<file path="src/core/crf_defs.vh">
// constants for the cpu core register file
// ****************************************
// ****************************************
`ifndef CRF_DEFS_VH
`define CRF_DEFS_VH
// register select codes
`define CRF_SEL_D0      4'h0
`define CRF_SEL_D1      4'h1
`define CRF_SEL_D2      4'h2
`define CRF_SEL_D3      4'h3
`define CRF_SEL_A0      4'h4
`define CRF_SEL_A1      4'h5
`define CRF_SEL_FB      4'h6
`define CRF_SEL_SB      4'h7
`define CRF_SEL_USP     4'h8
`define CRF_SEL_ISP     4'h9
`define CRF_SEL_SP      4'hA
`define CRF_SEL_VTB     4'hB
`define CRF_SEL_PC      4'hC
`define CRF_SEL_FLG     4'hD
// write size codes
`define CRF_SZ_WORD     2'h0
`define CRF_SZ_LOW      2'h1
`define CRF_SZ_HIGH     2'h2
`define CRF_SZ_PAIR     2'h3
// flag bit positions
`define CRF_F_CARRY     0
`define CRF_F_DEBUG     1
`define CRF_F_ZERO      2
`define CRF_F_SIGN      3
`define CRF_F_BANK      4
`define CRF_F_OVF       5
`define CRF_F_STACK     7
// reset values
`define CRF_RST_W16     16'h0000
`define CRF_RST_W20     20'h00000
`define CRF_RST_FLG     11'h000
`endif

</file>
<file path="src/core/crf_regfile.v">
// cpu core register file with flag logic
`timescale 1ns/1ps
`include "crf_defs.vh"
module crf_regfile (
  input  wire        clk_sys,
  input  wire        resetn,
  input  wire [3:0]  wr_sel,
  input  wire [1:0]  wr_size,
  input  wire        wr_en,
  input  wire [31:0] wr_data,
  input  wire [3:0]  rd_sel,
  input  wire [1:0]  rd_size,
  output reg  [31:0] rd_data,
  input  wire        pc_load,
  input  wire [19:0] pc_next,
  input  wire        alu_flag_en,
  input  wire [31:0] alu_result,
  input  wire        alu_wide,
  input  wire        alu_byte,
  input  wire        alu_carry,
  input  wire        alu_ovf,
  output wire [19:0] program_counter,
  output wire [15:0] active_stack_pointer,
  output wire [15:0] frame_base_reg,
  output wire [15:0] static_base_reg,
  output wire [19:0] vector_table_base,
  output wire [31:0] address_pair,
  output wire [10:0] flag_register
);
  // ****************************************
  // storage: two banks of data/address/frame words
  // ****************************************
  reg [15:0] bank_q [0:1][0:6];
  reg [15:0] sb_q;
  reg [15:0] usp_q;
  reg [15:0] isp_q;
  reg [19:0] vtb_q;
  reg [19:0] pc_q;
  reg [10:0] flg_q;
  reg [10:0] flg_d;
  wire       bk;
  wire [2:0] wi;
  wire [2:0] ri;
  wire [2:0] pi;
  wire       res_zero;
  wire       res_neg;
  integer    b;
  integer    k;

  assign bk = flg_q[`CRF_F_BANK];
  assign wi = wr_sel[2:0];
  assign ri = rd_sel[2:0];
  // pair partner: d0->d2, d1->d3, a0->a1
  assign pi = (wi == 3'd4) ? 3'd5 : (wi + 3'd2);

  // ****************************************
  // register writes
  // ****************************************
  // banked file; sequencer writes whole words, bytes or pairs
  always @(posedge clk_sys) begin
    if (!resetn) begin
      for (b = 0; b < 2; b = b + 1) begin
        for (k = 0; k < 7; k = k + 1) begin
          bank_q[b][k] <= `CRF_RST_W16;
        end
      end
      sb_q  <= `CRF_RST_W16;
      usp_q <= `CRF_RST_W16;
      isp_q <= `CRF_RST_W16;
      vtb_q <= `CRF_RST_W20;
    end else if (wr_en && wr_sel < `CRF_SEL_SB) begin
      case (wr_size)
        `CRF_SZ_LOW: begin
          // only first two words split; others ignore byte writes
          if (wi < 3'd2) begin
            bank_q[bk][wi][7:0] <= wr_data[7:0];
          end
        end
        `CRF_SZ_HIGH: begin
          if (wi < 3'd2) begin
            bank_q[bk][wi][15:8] <= wr_data[7:0];
          end
        end
        `CRF_SZ_PAIR: begin
          // low-numbered register forms the low half
          if (wi < 3'd2 || wi == 3'd4) begin
            bank_q[bk][wi] <= wr_data[15:0];
            bank_q[bk][pi] <= wr_data[31:16];
          end
        end
        default: begin
          bank_q[bk][wi] <= wr_data[15:0];
        end
      endcase
    end else if (wr_en) begin
      case (wr_sel)
        `CRF_SEL_SB:  sb_q  <= wr_data[15:0];
        `CRF_SEL_USP: usp_q <= wr_data[15:0];
        `CRF_SEL_ISP: isp_q <= wr_data[15:0];
        `CRF_SEL_SP: begin
          if (flg_q[`CRF_F_STACK]) begin
            usp_q <= wr_data[15:0];
          end else begin
            isp_q <= wr_data[15:0];
          end
        end
        `CRF_SEL_VTB: vtb_q <= wr_data[19:0];
        default: ;
      endcase
    end
  end

  // ****************************************
  // program counter
  // ****************************************
  // a direct write beats the sequencer's next address
  always @(posedge clk_sys) begin
    if (!resetn) begin
      pc_q <= `CRF_RST_W20;
    end else if (wr_en && wr_sel == `CRF_SEL_PC) begin
      pc_q <= wr_data[19:0];
    end else if (pc_load) begin
      pc_q <= pc_next;
    end
  end

  // ****************************************
  // flags
  // ****************************************
  // result tests honour operand width
  assign res_zero = alu_wide ? (alu_result == 32'h0000_0000) :
                    alu_byte ? (alu_result[7:0] == 8'h00) : (alu_result[15:0] == 16'h0000);
  assign res_neg  = alu_wide ? alu_result[31] : alu_byte ? alu_result[7] : alu_result[15];

  // alu update of carry, zero, sign and overflow wins over a same-cycle software write of flags
  always @* begin
    flg_d = flg_q;
    if (wr_en && wr_sel == `CRF_SEL_FLG) begin
      flg_d = wr_data[10:0];  // debug bit stored as written
    end
    if (alu_flag_en) begin
      flg_d[`CRF_F_CARRY] = alu_carry;
      flg_d[`CRF_F_ZERO]  = res_zero;
      flg_d[`CRF_F_SIGN]  = res_neg;
      flg_d[`CRF_F_OVF]   = alu_ovf;
    end
  end

  always @(posedge clk_sys) begin
    if (!resetn) begin
      flg_q <= `CRF_RST_FLG;
    end else begin
      flg_q <= flg_d;
    end
  end

  // ****************************************
  // read port, one cycle latency
  // ****************************************
  always @(posedge clk_sys) begin
    if (!resetn) begin
      rd_data <= 32'h0000_0000;
    end else begin
      case (rd_sel)
        `CRF_SEL_D0, `CRF_SEL_D1, `CRF_SEL_D2, `CRF_SEL_D3,
        `CRF_SEL_A0, `CRF_SEL_A1, `CRF_SEL_FB: begin
          if (rd_size == `CRF_SZ_LOW) begin
            rd_data <= {24'h000000, bank_q[bk][ri][7:0]};
          end else if (rd_size == `CRF_SZ_HIGH) begin
            rd_data <= {24'h000000, bank_q[bk][ri][15:8]};
          end else if (rd_size == `CRF_SZ_PAIR && ri == 3'd4) begin
            rd_data <= {bank_q[bk][5], bank_q[bk][4]};
          end else if (rd_size == `CRF_SZ_PAIR && ri < 3'd2) begin
            rd_data <= {bank_q[bk][ri + 3'd2], bank_q[bk][ri]};
          end else begin
            rd_data <= {16'h0000, bank_q[bk][ri]};
          end
        end
        `CRF_SEL_SB:  rd_data <= {16'h0000, sb_q};
        `CRF_SEL_USP: rd_data <= {16'h0000, usp_q};
        `CRF_SEL_ISP: rd_data <= {16'h0000, isp_q};
        `CRF_SEL_SP:  rd_data <= {16'h0000, active_stack_pointer};
        `CRF_SEL_VTB: rd_data <= {12'h000, vtb_q};
        `CRF_SEL_PC:  rd_data <= {12'h000, pc_q};
        `CRF_SEL_FLG: rd_data <= {21'h000000, flg_q};
        default:      rd_data <= 32'h0000_0000;
      endcase
    end
  end

  // ****************************************
  // direct views for the sequencer
  // ****************************************
  // stack flag high picks the user pointer
  assign active_stack_pointer = flg_q[`CRF_F_STACK] ? usp_q : isp_q;
  assign program_counter      = pc_q;
  assign frame_base_reg       = bank_q[bk][6];
  assign static_base_reg      = sb_q;
  assign vector_table_base    = vtb_q;
  assign address_pair         = {bank_q[bk][5], bank_q[bk][4]};
  assign flag_register        = flg_q;
endmodule // crf_regfile

</file>
<file path="config.mk">
export PLATFORM = sky130hd
export DESIGN_NAME = crf_regfile
export DESIGN_NICKNAME = d
export VERILOG_FILES = /design/src/core/crf_regfile.v
export VERILOG_INCLUDE_DIRS = /design/src /design/src/core
export SDC_FILE = /design/constraint.sdc
export NUM_CORES = 1
export LEC_CHECK = 0
export BUFFER_PORTS_ARGS = -buffer_cell sky130_fd_sc_hd__buf_2
export CORE_MARGIN = 5
export CORE_UTILIZATION = 50
export DETAILED_ROUTE_END_ITERATION = 12
export GPL_TIMING_DRIVEN = 0
export MAX_ROUTING_LAYER = met4
export PLACE_DENSITY = 0.71
export SLEW_MARGIN = 5
export SYNTH_ARGS = -nofsm -noshare
export SYNTH_HDL_FRONTEND = slang
export SYNTH_SLANG_ARGS = --single-unit
</file>
<file path="constraint.sdc">
create_clock -name clk_sys -period 6.6 [get_ports clk_sys]
set_input_delay 0.33 -clock clk_sys [delete_from_list [all_inputs] [get_ports clk_sys]]
set_output_delay 0.33 -clock clk_sys [all_outputs]
set_load 0.05 [all_outputs]
</file>
==> results of run 1 <==
==> report_power, final <==
group | total [W] | switching, W | internal (W)
registers | 0.00248 | 0.0000391 | 0.00244
logic | 0.000714 | 0.000524 | 0.000191
clock network | 0.00215 | 0.000969 | 0.00118
==> placed cells by master, fill, tap and decap left out, types with 11 or more instances in the layout <==
cell type	instances
sky130_fd_sc_hd__o21ai_0	17
sky130_fd_sc_hd__a22oi_1	16
sky130_fd_sc_hd__clkbuf_16	40
sky130_fd_sc_hd__o21ai_1	12
sky130_fd_sc_hd__nor2b_1	16
sky130_fd_sc_hd__nor3_1	14
sky130_fd_sc_hd__buf_2	301
sky130_fd_sc_hd__dfxtp_1	132
sky130_fd_sc_hd__a211oi_1	61
sky130_fd_sc_hd__edfxtp_1	224
sky130_fd_sc_hd__inv_1	22
sky130_fd_sc_hd__buf_4	15
sky130_fd_sc_hd__nand3_1	19
sky130_fd_sc_hd__a222oi_1	20
sky130_fd_sc_hd__mux2i_1	151
sky130_fd_sc_hd__a21boi_0	17
sky130_fd_sc_hd__nand2_1	159
sky130_fd_sc_hd__o22ai_1	11
sky130_fd_sc_hd__a21oi_1	57
sky130_fd_sc_hd__mux4_2	46
sky130_fd_sc_hd__a221oi_1	28
sky130_fd_sc_hd__nand4_1	11
sky130_fd_sc_hd__nor2_1	271
sky130_fd_sc_hd__mux2_2	72
sky130_fd_sc_hd__clkbuf_1	89
==> cell families (layout without fill, tap and decap cells) <==
group                      count (synthesis)  after routing  synth area share, %
other                                      0              4                    0
buffers and inverters                    175            502                 4.24
muxes                                    280            280                 18.9
adders and majority gates                  5              5                0.333
and+or+nand+nor                          565            565                 13.8
AOI/OAI and AO/OA                        321            321                 12.8
DFF                                      356            356                 49.9
xor gates and xnor gates                   1              1               0.0466
==> metal layers <==
metal | up-vias | part of all wire, % | global-route usage [%]
met5 | - | 0 | -
met4 | 0 | 6.9 | 20.6
met3 | 310 | 13 | 10.8
met2 | 1431 | 43 | 55.3
met1 | 8160 | 36 | 48.7
li1 | 7008 | - | -
==> metrics by stage <==
stage                     util (%)  setup slack [ps]  instances  cell area [sq um]
final                         58.8              2650       2545              22000
after global routing          58.8              2680       2545              22000
after CTS                     58.8              2870       2541              22000
after detailed placement      55.4              2340       2473              20700
after global placement        55.3              2300       2467              20700
after floorplan                  -              3920       1703              18800
==> synthesized netlist by cell type, types with 4 or more instances <==
cell,count
sky130_fd_sc_hd__a211o_1,5
sky130_fd_sc_hd__a211oi_1,61
sky130_fd_sc_hd__a21boi_0,17
sky130_fd_sc_hd__a21oi_1,57
sky130_fd_sc_hd__a221o_1,7
sky130_fd_sc_hd__a221oi_1,28
sky130_fd_sc_hd__a222oi_1,20
sky130_fd_sc_hd__a22o_1,4
sky130_fd_sc_hd__a22oi_1,16
sky130_fd_sc_hd__a41o_1,8
sky130_fd_sc_hd__a41oi_1,7
sky130_fd_sc_hd__and2_1,6
sky130_fd_sc_hd__and3_1,7
sky130_fd_sc_hd__and4b_1,4
sky130_fd_sc_hd__buf_2,48
sky130_fd_sc_hd__buf_4,9
sky130_fd_sc_hd__buf_6,4
sky130_fd_sc_hd__clkbuf_1,86
sky130_fd_sc_hd__dfxtp_1,132
sky130_fd_sc_hd__edfxtp_1,224
sky130_fd_sc_hd__ha_1,5
sky130_fd_sc_hd__inv_1,22
sky130_fd_sc_hd__mux2_1,7
sky130_fd_sc_hd__mux2_2,72
sky130_fd_sc_hd__mux2i_1,151
sky130_fd_sc_hd__mux4_1,4
sky130_fd_sc_hd__mux4_2,46
sky130_fd_sc_hd__nand2_1,159
sky130_fd_sc_hd__nand2b_1,9
sky130_fd_sc_hd__nand3_1,19
sky130_fd_sc_hd__nand4_1,11
sky130_fd_sc_hd__nor2_1,271
sky130_fd_sc_hd__nor2b_1,16
sky130_fd_sc_hd__nor3_1,14
sky130_fd_sc_hd__nor3_4,6
sky130_fd_sc_hd__nor3b_1,7
sky130_fd_sc_hd__nor4_1,9
sky130_fd_sc_hd__o211ai_1,6
sky130_fd_sc_hd__o21ai_0,24
sky130_fd_sc_hd__o21ai_1,5
sky130_fd_sc_hd__o22ai_1,11
sky130_fd_sc_hd__o2bb2ai_1,8
sky130_fd_sc_hd__o31ai_1,6
==> how the worst max path moves through the flow <==
stage / start / end / cells past startpoint
after CTS: rd_sel[1] / rd_data[19] / 11
after global routing: rd_sel[1] / rd_data[19] / 11
after global placement: wr_sel[1] / bank_q[1][80] / 10
after detailed placement: rd_sel[1] / rd_data[19] / 11
final: rd_sel[1] / rd_data[30] / 11
after floorplan: wr_sel[2] / bank_q[0][80] / 9
==> worst max-delay path, delay by kind of cell <==
kind	cells	cell delay (ps)
AND/OR/NAND/NOR	1	580
adder cells (fa/ha/maj)	1	460
AO/OA/AOI/OAI	2	780
buffers and inverters	7	2170
==> area by class of cell <==
cell class / instances / area share, %
Antenna cell: 4 / 0.0455
Buffer: 150 / 3.20
Clock buffer: 49 / 4.94
Clock inverter: 19 / 0.711
Inverter: 25 / 0.427
Multi-Input combinational cell: 1172 / 39.2
Sequential cell: 356 / 42.6
Tap cell: 511 / 2.91
Timing Repair Buffer: 259 / 5.96
==> reports/qor.txt, run 1 <==
SYNTHESIS
--------------------------------------------------------------------------------------
Number of enable-type register cells in the synthesized netlist                    224
Mean post-synth cell area                                                   11.0 sq um
Synthesized instance count                                                        1703
Post-synth top area share                                                        35.8%
Cell types with the largest area share after synthesis                    sky130_fd_sc_hd__edfxtp_1 (36%), sky130_fd_sc_hd__dfxtp_1 (14%), sky130_fd_sc_hd__mux2i_1 (8.0%), sky130_fd_sc_hd__mux4_2 (5.5%), sky130_fd_sc_hd__nor2_1 (5.4%)
Most area-hungry cell type in the Yosys netlist                           sky130_fd_sc_hd__edfxtp_1
Post-synth design cell area                                                18800 sq um
Post-synthesis sequential area ratio                                             49.9%
Number of warning messages in the yosys log                                          0
Register bit count reported by yosys                                               356
Prevailing post-synth register cell                                       sky130_fd_sc_hd__edfxtp_1
Number of distinct standard cells referenced by the synthesized netlist             89
Proportion of synthesized flip-flops having asynchronous set or reset               0%
Synth Net Count                                                                   1813

PLACE
--------------------------------------------------------------------------------------
Post-detail-place hpwl                                                         59.4 mm
Final RePlAce weighted congestion                                                 1.06
PortBufs                                                                           253

FINAL LAYOUT
--------------------------------------------------------------------------------------
Fraction of layout cells with a size suffix above 1                              26.5%
Largest register FFs                                                               224
Area added between synthesis and finish                                          17.1%
Top register by number of flip-flops                                            bank_q
Largest registers                                                         bank_q x224, rd_data x32
Fillcell total                                                                    3224
Combined area of the multi-input logic cells                                8620 sq um
Post-layout nets                                                                  2113
Area taken by flip-flops and latches                                        9370 sq um

ROUTING
--------------------------------------------------------------------------------------
Remaining routing DRC violations                                                     0
Antenna-violating nets left                                                          0
Avg WL per Cell                                                                31.1 um
First drt pass iteration count                                                       8
Total vias in the final route                                                    16.9k
Via/cell ratio                                                                    6.64
Iteration-0 DRC Markers                                                           2674
Total wire length                                                              79.1 mm

POWER AND IR DROP
--------------------------------------------------------------------------------------
Peak supply drop                                                                178 uV
Overall power                                                                0.00535 W
Leakage power                                                                  8.72 nW
Pwr/cell area                                                              243 nW/um^2

CTS
--------------------------------------------------------------------------------------
Post-cts hold buffer count                                                           0
Clock net sink count                                                               356
Clock insertion delay at the later pin of the skew report                       580 ps
Maximum number of buffers from clock root to sink                                    3
Clock transition at the registers of the reported paths                          60 ps
Root buffer cell                                                          sky130_fd_sc_hd__clkbuf_16
CTS tree                                                                         built
Count of cells resized by post-cts repair                                            0
Number of buffers inserted by post-CTS setup repair                                  0
Cts bufs inserted                                                                   39
H-tree depth                                                                         2

DIE
--------------------------------------------------------------------------------------
Total core area                                                            37400 sq um
Initial core utilization                                                         50.2%
Number of I/O pins                                                                 268
Die Width                                                                       204 um
Row count                                                                           71
Chip height                                                                     204 um
Full die area                                                              41500 sq um

CRITICAL PATH
--------------------------------------------------------------------------------------
Register-to-register setup slack                                               3350 ps
Kind of start point of the critical path                                  primary input
Depth of the worst register-to-register path                                         5
Highest net fanout along the worst path                                             10
Slowest CP cell                                                           sky130_fd_sc_hd__clkbuf_1
Worst Path Class, Setup                                                         in2reg
Endpoint kind of the worst setup timing path                                 flip-flop
Most prevalent standard cell on the critical path                         sky130_fd_sc_hd__buf_2
Data arrival, critical path                                                    4350 ps
Reg-to-reg critical path startpoint                                       flag_register[4]
Slowest cell delay on critical path                                             610 ps
Series of cell instances along the critical path                          buf_2 -> buf_2 -> inv_2 -> buf_2 -> clkbuf_1 -> ha_1 -> clkinv_1 -> nor2_1 -> clkbuf_1 -> a221oi_1 -> o31ai_1
Capture instance of the worst register-to-register path                   bank_q[1][26]
Required time at the endpoint of the critical path                             7000 ps

GLOBAL ROUTE
--------------------------------------------------------------------------------------
GRT Resource Usage Total                                                         38.1%
Number of global-route vias before repair                                        16.1k
Largest net degree at the start of global routing                                   16
GRT overflow                                                                         0
First-pass GRT wire length                                                      111 mm
Antenna violations before repair                                                     5

TIMING
--------------------------------------------------------------------------------------
Unrepaired setup endpoints after global routing                                     no
Final cycle utilization of the critical path                                     59.8%
Worst max-slew margin expressed relative to the limit                            18.6%
Count of endpoints failing setup in the final report                                 0
Crit path time final                                                           3950 ps
Max frequency                                                                0.253 GHz
Final worst hold slack                                                         66.9 ps
Actual transition at the worst max-transition pin                              1210 ps
Worst-case clock skew                                                          22.5 ps
TNS Setup                                                                         0 ps
Max-slew violation count                                                             0
Number of hold-slack violations in the final timing report                           0

WORST HOLD PATH
--------------------------------------------------------------------------------------
Hold Path Class                                                                 in2reg
Worst Hold Path Cells                                                                4
Worst hold start                                                               alu_ovf
Hold Crit Endpoint                                                        flag_register[5]

STATUS
--------------------------------------------------------------------------------------
Result of the run                                                            completed

JOB
--------------------------------------------------------------------------------------
Reported max-cap violation count                                                     0

Note: power is estimated with default switching activity, not from simulation.
==> inputs of run 2 (changes only) <==
- clock period: 6.6 -> 4.1 ns (I/O delays scaled with it)
==> run 2 against run 1 <==
  * Via count is 0.69% higher
  * Clock skew rose by 1.7 ps
  * Sequential power increased by 61%
  * Final cell count grew 0.75%
  * Sequential share of layout area shrank 0.37 points
  * Die area unchanged
  * Non-clock buffer count rose by 19
  * Combinational power is 62% higher
  * Power increased by 61%
  * Register-to-register slack worse by 2500 ps
  * Design area up 0.87%
  * Critical path depth stayed put
==> reports/qor.txt, run 2 (synthesis results as in run 1) <==
STATUS
-------------------------------------------------------------------------------------
Result of the run                                                           completed   unchanged

PLACE
-------------------------------------------------------------------------------------
Pre-CTS WS                                                                   -34.7 ps   was 2340 ps
PortBufs                                                                          253   unchanged
Post-detail-place hpwl                                                        59.4 mm   unchanged
Final RePlAce weighted congestion                                                1.06   unchanged

ROUTING
-------------------------------------------------------------------------------------
Remaining routing DRC violations                                                    0   unchanged
Via/cell ratio                                                                   6.64   about the same
Iteration-0 DRC Markers                                                          2540   was 2674
Total vias in the final route                                                   17.0k   was 16.9k
First drt pass iteration count                                                      7   was 8
Avg WL per Cell                                                               31.0 um   was 31.1 um
Total wire length                                                             79.4 mm   was 79.1 mm
Antenna-violating nets left                                                         0   unchanged

CRITICAL PATH
-------------------------------------------------------------------------------------
Endpoint kind of the worst setup timing path                                flip-flop   unchanged
Worst Path Class, Setup                                                        in2reg   unchanged
Register-to-register setup slack                                               870 ps   was 3350 ps
Capture instance of the worst register-to-register path                  bank_q[1][26]   unchanged
Reg-to-reg critical path startpoint                                      flag_register[4]   unchanged
Data arrival, critical path                                                   4180 ps   was 4350 ps
Depth of the worst register-to-register path                                        5   unchanged
Kind of start point of the critical path                                 primary input   unchanged
Highest net fanout along the worst path                                            10   unchanged
Required time at the endpoint of the critical path                            4500 ps   was 7000 ps
Critical path launch point                                                  rd_sel[1]   unchanged
Worst setup path endpoint                                                 rd_data[19]   was rd_data[30]

POWER AND IR DROP
-------------------------------------------------------------------------------------
Overall power                                                               0.00863 W   was 0.00535 W
Sequential share of power                                                       46.2%   was 46.4%
Sw frac                                                                         28.7%   was 28.6%
Clock group share of total power                                                40.3%   about the same
Pwr/cell area                                                             389 nW/um^2   was 243 nW/um^2
Net Sw Power                                                                0.00248 W   was 0.00153 W
Internal cell power                                                         0.00616 W   was 0.00382 W
Combinational fraction of design power                                          13.5%   was 13.4%
Peak supply drop                                                               286 uV   was 178 uV
Leakage power                                                                 8.79 nW   was 8.72 nW

CTS
-------------------------------------------------------------------------------------
Count of cells resized by post-cts repair                                           0   unchanged
Root buffer cell                                                         sky130_fd_sc_hd__clkbuf_16   unchanged
Clock transition at the registers of the reported paths                         60 ps   about the same
Clock net sink count                                                              356   unchanged
Maximum number of buffers from clock root to sink                                   3   unchanged
H-tree depth                                                                        2   unchanged
CTS tree                                                                        built   unchanged
Clock insertion delay at the later pin of the skew report                      590 ps   was 580 ps
Cts bufs inserted                                                                  39   unchanged

DIE
-------------------------------------------------------------------------------------
Number of I/O pins                                                                268   unchanged
Total core area                                                           37400 sq um   unchanged
Full die area                                                             41500 sq um   unchanged
Die Width                                                                      204 um   unchanged
Chip height                                                                    204 um   unchanged
Row count                                                                          71   unchanged
Initial core utilization                                                        50.2%   unchanged

FINAL LAYOUT
-------------------------------------------------------------------------------------
Fraction of layout cells with a size suffix above 1                             26.2%   was 26.5%
Most frequent standard cell in the layout excluding fill and tap cells   sky130_fd_sc_hd__buf_2   unchanged
Commonest non-fill, non-tap cells in the layout                          sky130_fd_sc_hd__buf_2 (301), sky130_fd_sc_hd__nor2_1 (271), sky130_fd_sc_hd__edfxtp_1 (224)   unchanged
Post-layout nets                                                                 2132   was 2113
Fillcell total                                                                   3203   was 3224
Top register by number of flip-flops                                           bank_q   unchanged
Largest register FFs                                                              224   unchanged
Largest registers                                                        bank_q x224, rd_data x32   unchanged
Area added between synthesis and finish                                         18.1%   was 17.1%

TIMING
-------------------------------------------------------------------------------------
Final cycle utilization of the critical path                                    92.2%
Actual transition at the worst max-transition pin                             1210 ps   about the same
Max-slew violation count                                                            0   unchanged
Worst-case clock skew                                                         24.1 ps   was 22.5 ps
Count of endpoints failing setup in the final report                                0   unchanged
Unrepaired setup endpoints after global routing                                    no   unchanged
Max frequency                                                               0.265 GHz
Crit path time final                                                          3780 ps
Number of hold-slack violations in the final timing report                          0   unchanged
TNS Setup                                                                        0 ps   unchanged
Post-route setup slack                                                         320 ps   was 2650 ps
Worst max-slew margin expressed relative to the limit                           18.3%   was 18.6%

JOB
-------------------------------------------------------------------------------------
Reported max-cap violation count                                                    0   unchanged

GLOBAL ROUTE
-------------------------------------------------------------------------------------
Largest net degree at the start of global routing                                  16   unchanged
GRT Resource Usage Total                                                        38.3%   was 38.1%
First-pass GRT wire length                                                     112 mm   was 111 mm
GRT overflow                                                                        0   unchanged
Antenna violations before repair                                                    5   unchanged
Number of global-route vias before repair                                       16.3k   was 16.1k

WORST HOLD PATH
-------------------------------------------------------------------------------------
Hold Path Class                                                                in2reg   unchanged

## run 2: cell count changes in the layout (fill, tap and decap cells not counted), sizes merged
cell / change
dlygate4sd3: +19
## run 2: metal layers
metal / global-route usage [%] / part of all wire, %
met1: 48.8 / 36
met5: - / 0
met2: 55.8 / 44
met4: 20.9 / 6.8
met3: 10.6 / 14
## run 2: worst min path at each step
stage	startpoint	endpoint	slack [ps]	depth (start not counted)
5_1_grt	pc_next[19]	program_counter[19]	30	3
3_5_place_dp	static_base_reg[13]	static_base_reg[13]	470	2
2_1_floorplan	wr_data[16]	vector_table_base[16]	350	2
3_3_place_gp	static_base_reg[14]	static_base_reg[14]	470	2
4_1_cts	alu_flag_en	flag_register[3]	2	2
6_report	pc_next[12]	program_counter[12]	9	3
## run 2: worst max-delay path, cell delays in order
cell,delay (ps)
sky130_fd_sc_hd__buf_2,150
sky130_fd_sc_hd__buf_2,240
sky130_fd_sc_hd__inv_2,100
sky130_fd_sc_hd__buf_2,290
sky130_fd_sc_hd__clkbuf_1,520
sky130_fd_sc_hd__ha_1,470
sky130_fd_sc_hd__clkinv_1,240
sky130_fd_sc_hd__nor2_1,570
sky130_fd_sc_hd__clkbuf_1,600
sky130_fd_sc_hd__a221oi_1,220
sky130_fd_sc_hd__o311ai_0,550
## run 2: area by class of cell
cell class / instances / area, sq um / share of cell area [%]
antenna: 4 / 10.0 / 0.0451
buffer: 150 / 703 / 3.17
clock buffer: 49 / 1090 / 4.90
clock inverter: 19 / 156 / 0.705
inverter: 25 / 93.8 / 0.423
multi-input combinational: 1172 / 8620 / 38.9
sequential: 356 / 9370 / 42.3
tap: 511 / 639 / 2.88
timing repair buffer: 278 / 1500 / 6.77
## run 2: per-stage QoR
stage	utilization [%]	hold WS, ps	std cells	instance area, sq um
2_1_floorplan	-	352	1703	18800
3_3_place_gp	55.3	473	2467	20700
3_5_place_dp	55.4	473	2473	20700
4_1_cts	59.3	1.81	2560	22200
5_1_grt	59.3	28.4	2564	22200
6_report	59.3	8.83	2564	22200
## run 2: timing repair
| item | CTS | global route |
|---|---|---|
| buffers inserted | 0 | 0 |
| hold endpoints to repair | 19 | 0 |
| hold buffers | 19 | 0 |
## run 2: power groups by stage
stage | Clock, W | Combinational (W) | Sequential (W)
after floorplan | 0 | 0.000586 | 0.00414
after global placement | 0 | 0.00110 | 0.00406
after detailed placement | 0 | 0.00111 | 0.00407
after CTS | 0.00345 | 0.00113 | 0.00399
after global routing | 0.00361 | 0.00120 | 0.00400
final | 0.00348 | 0.00116 | 0.00399
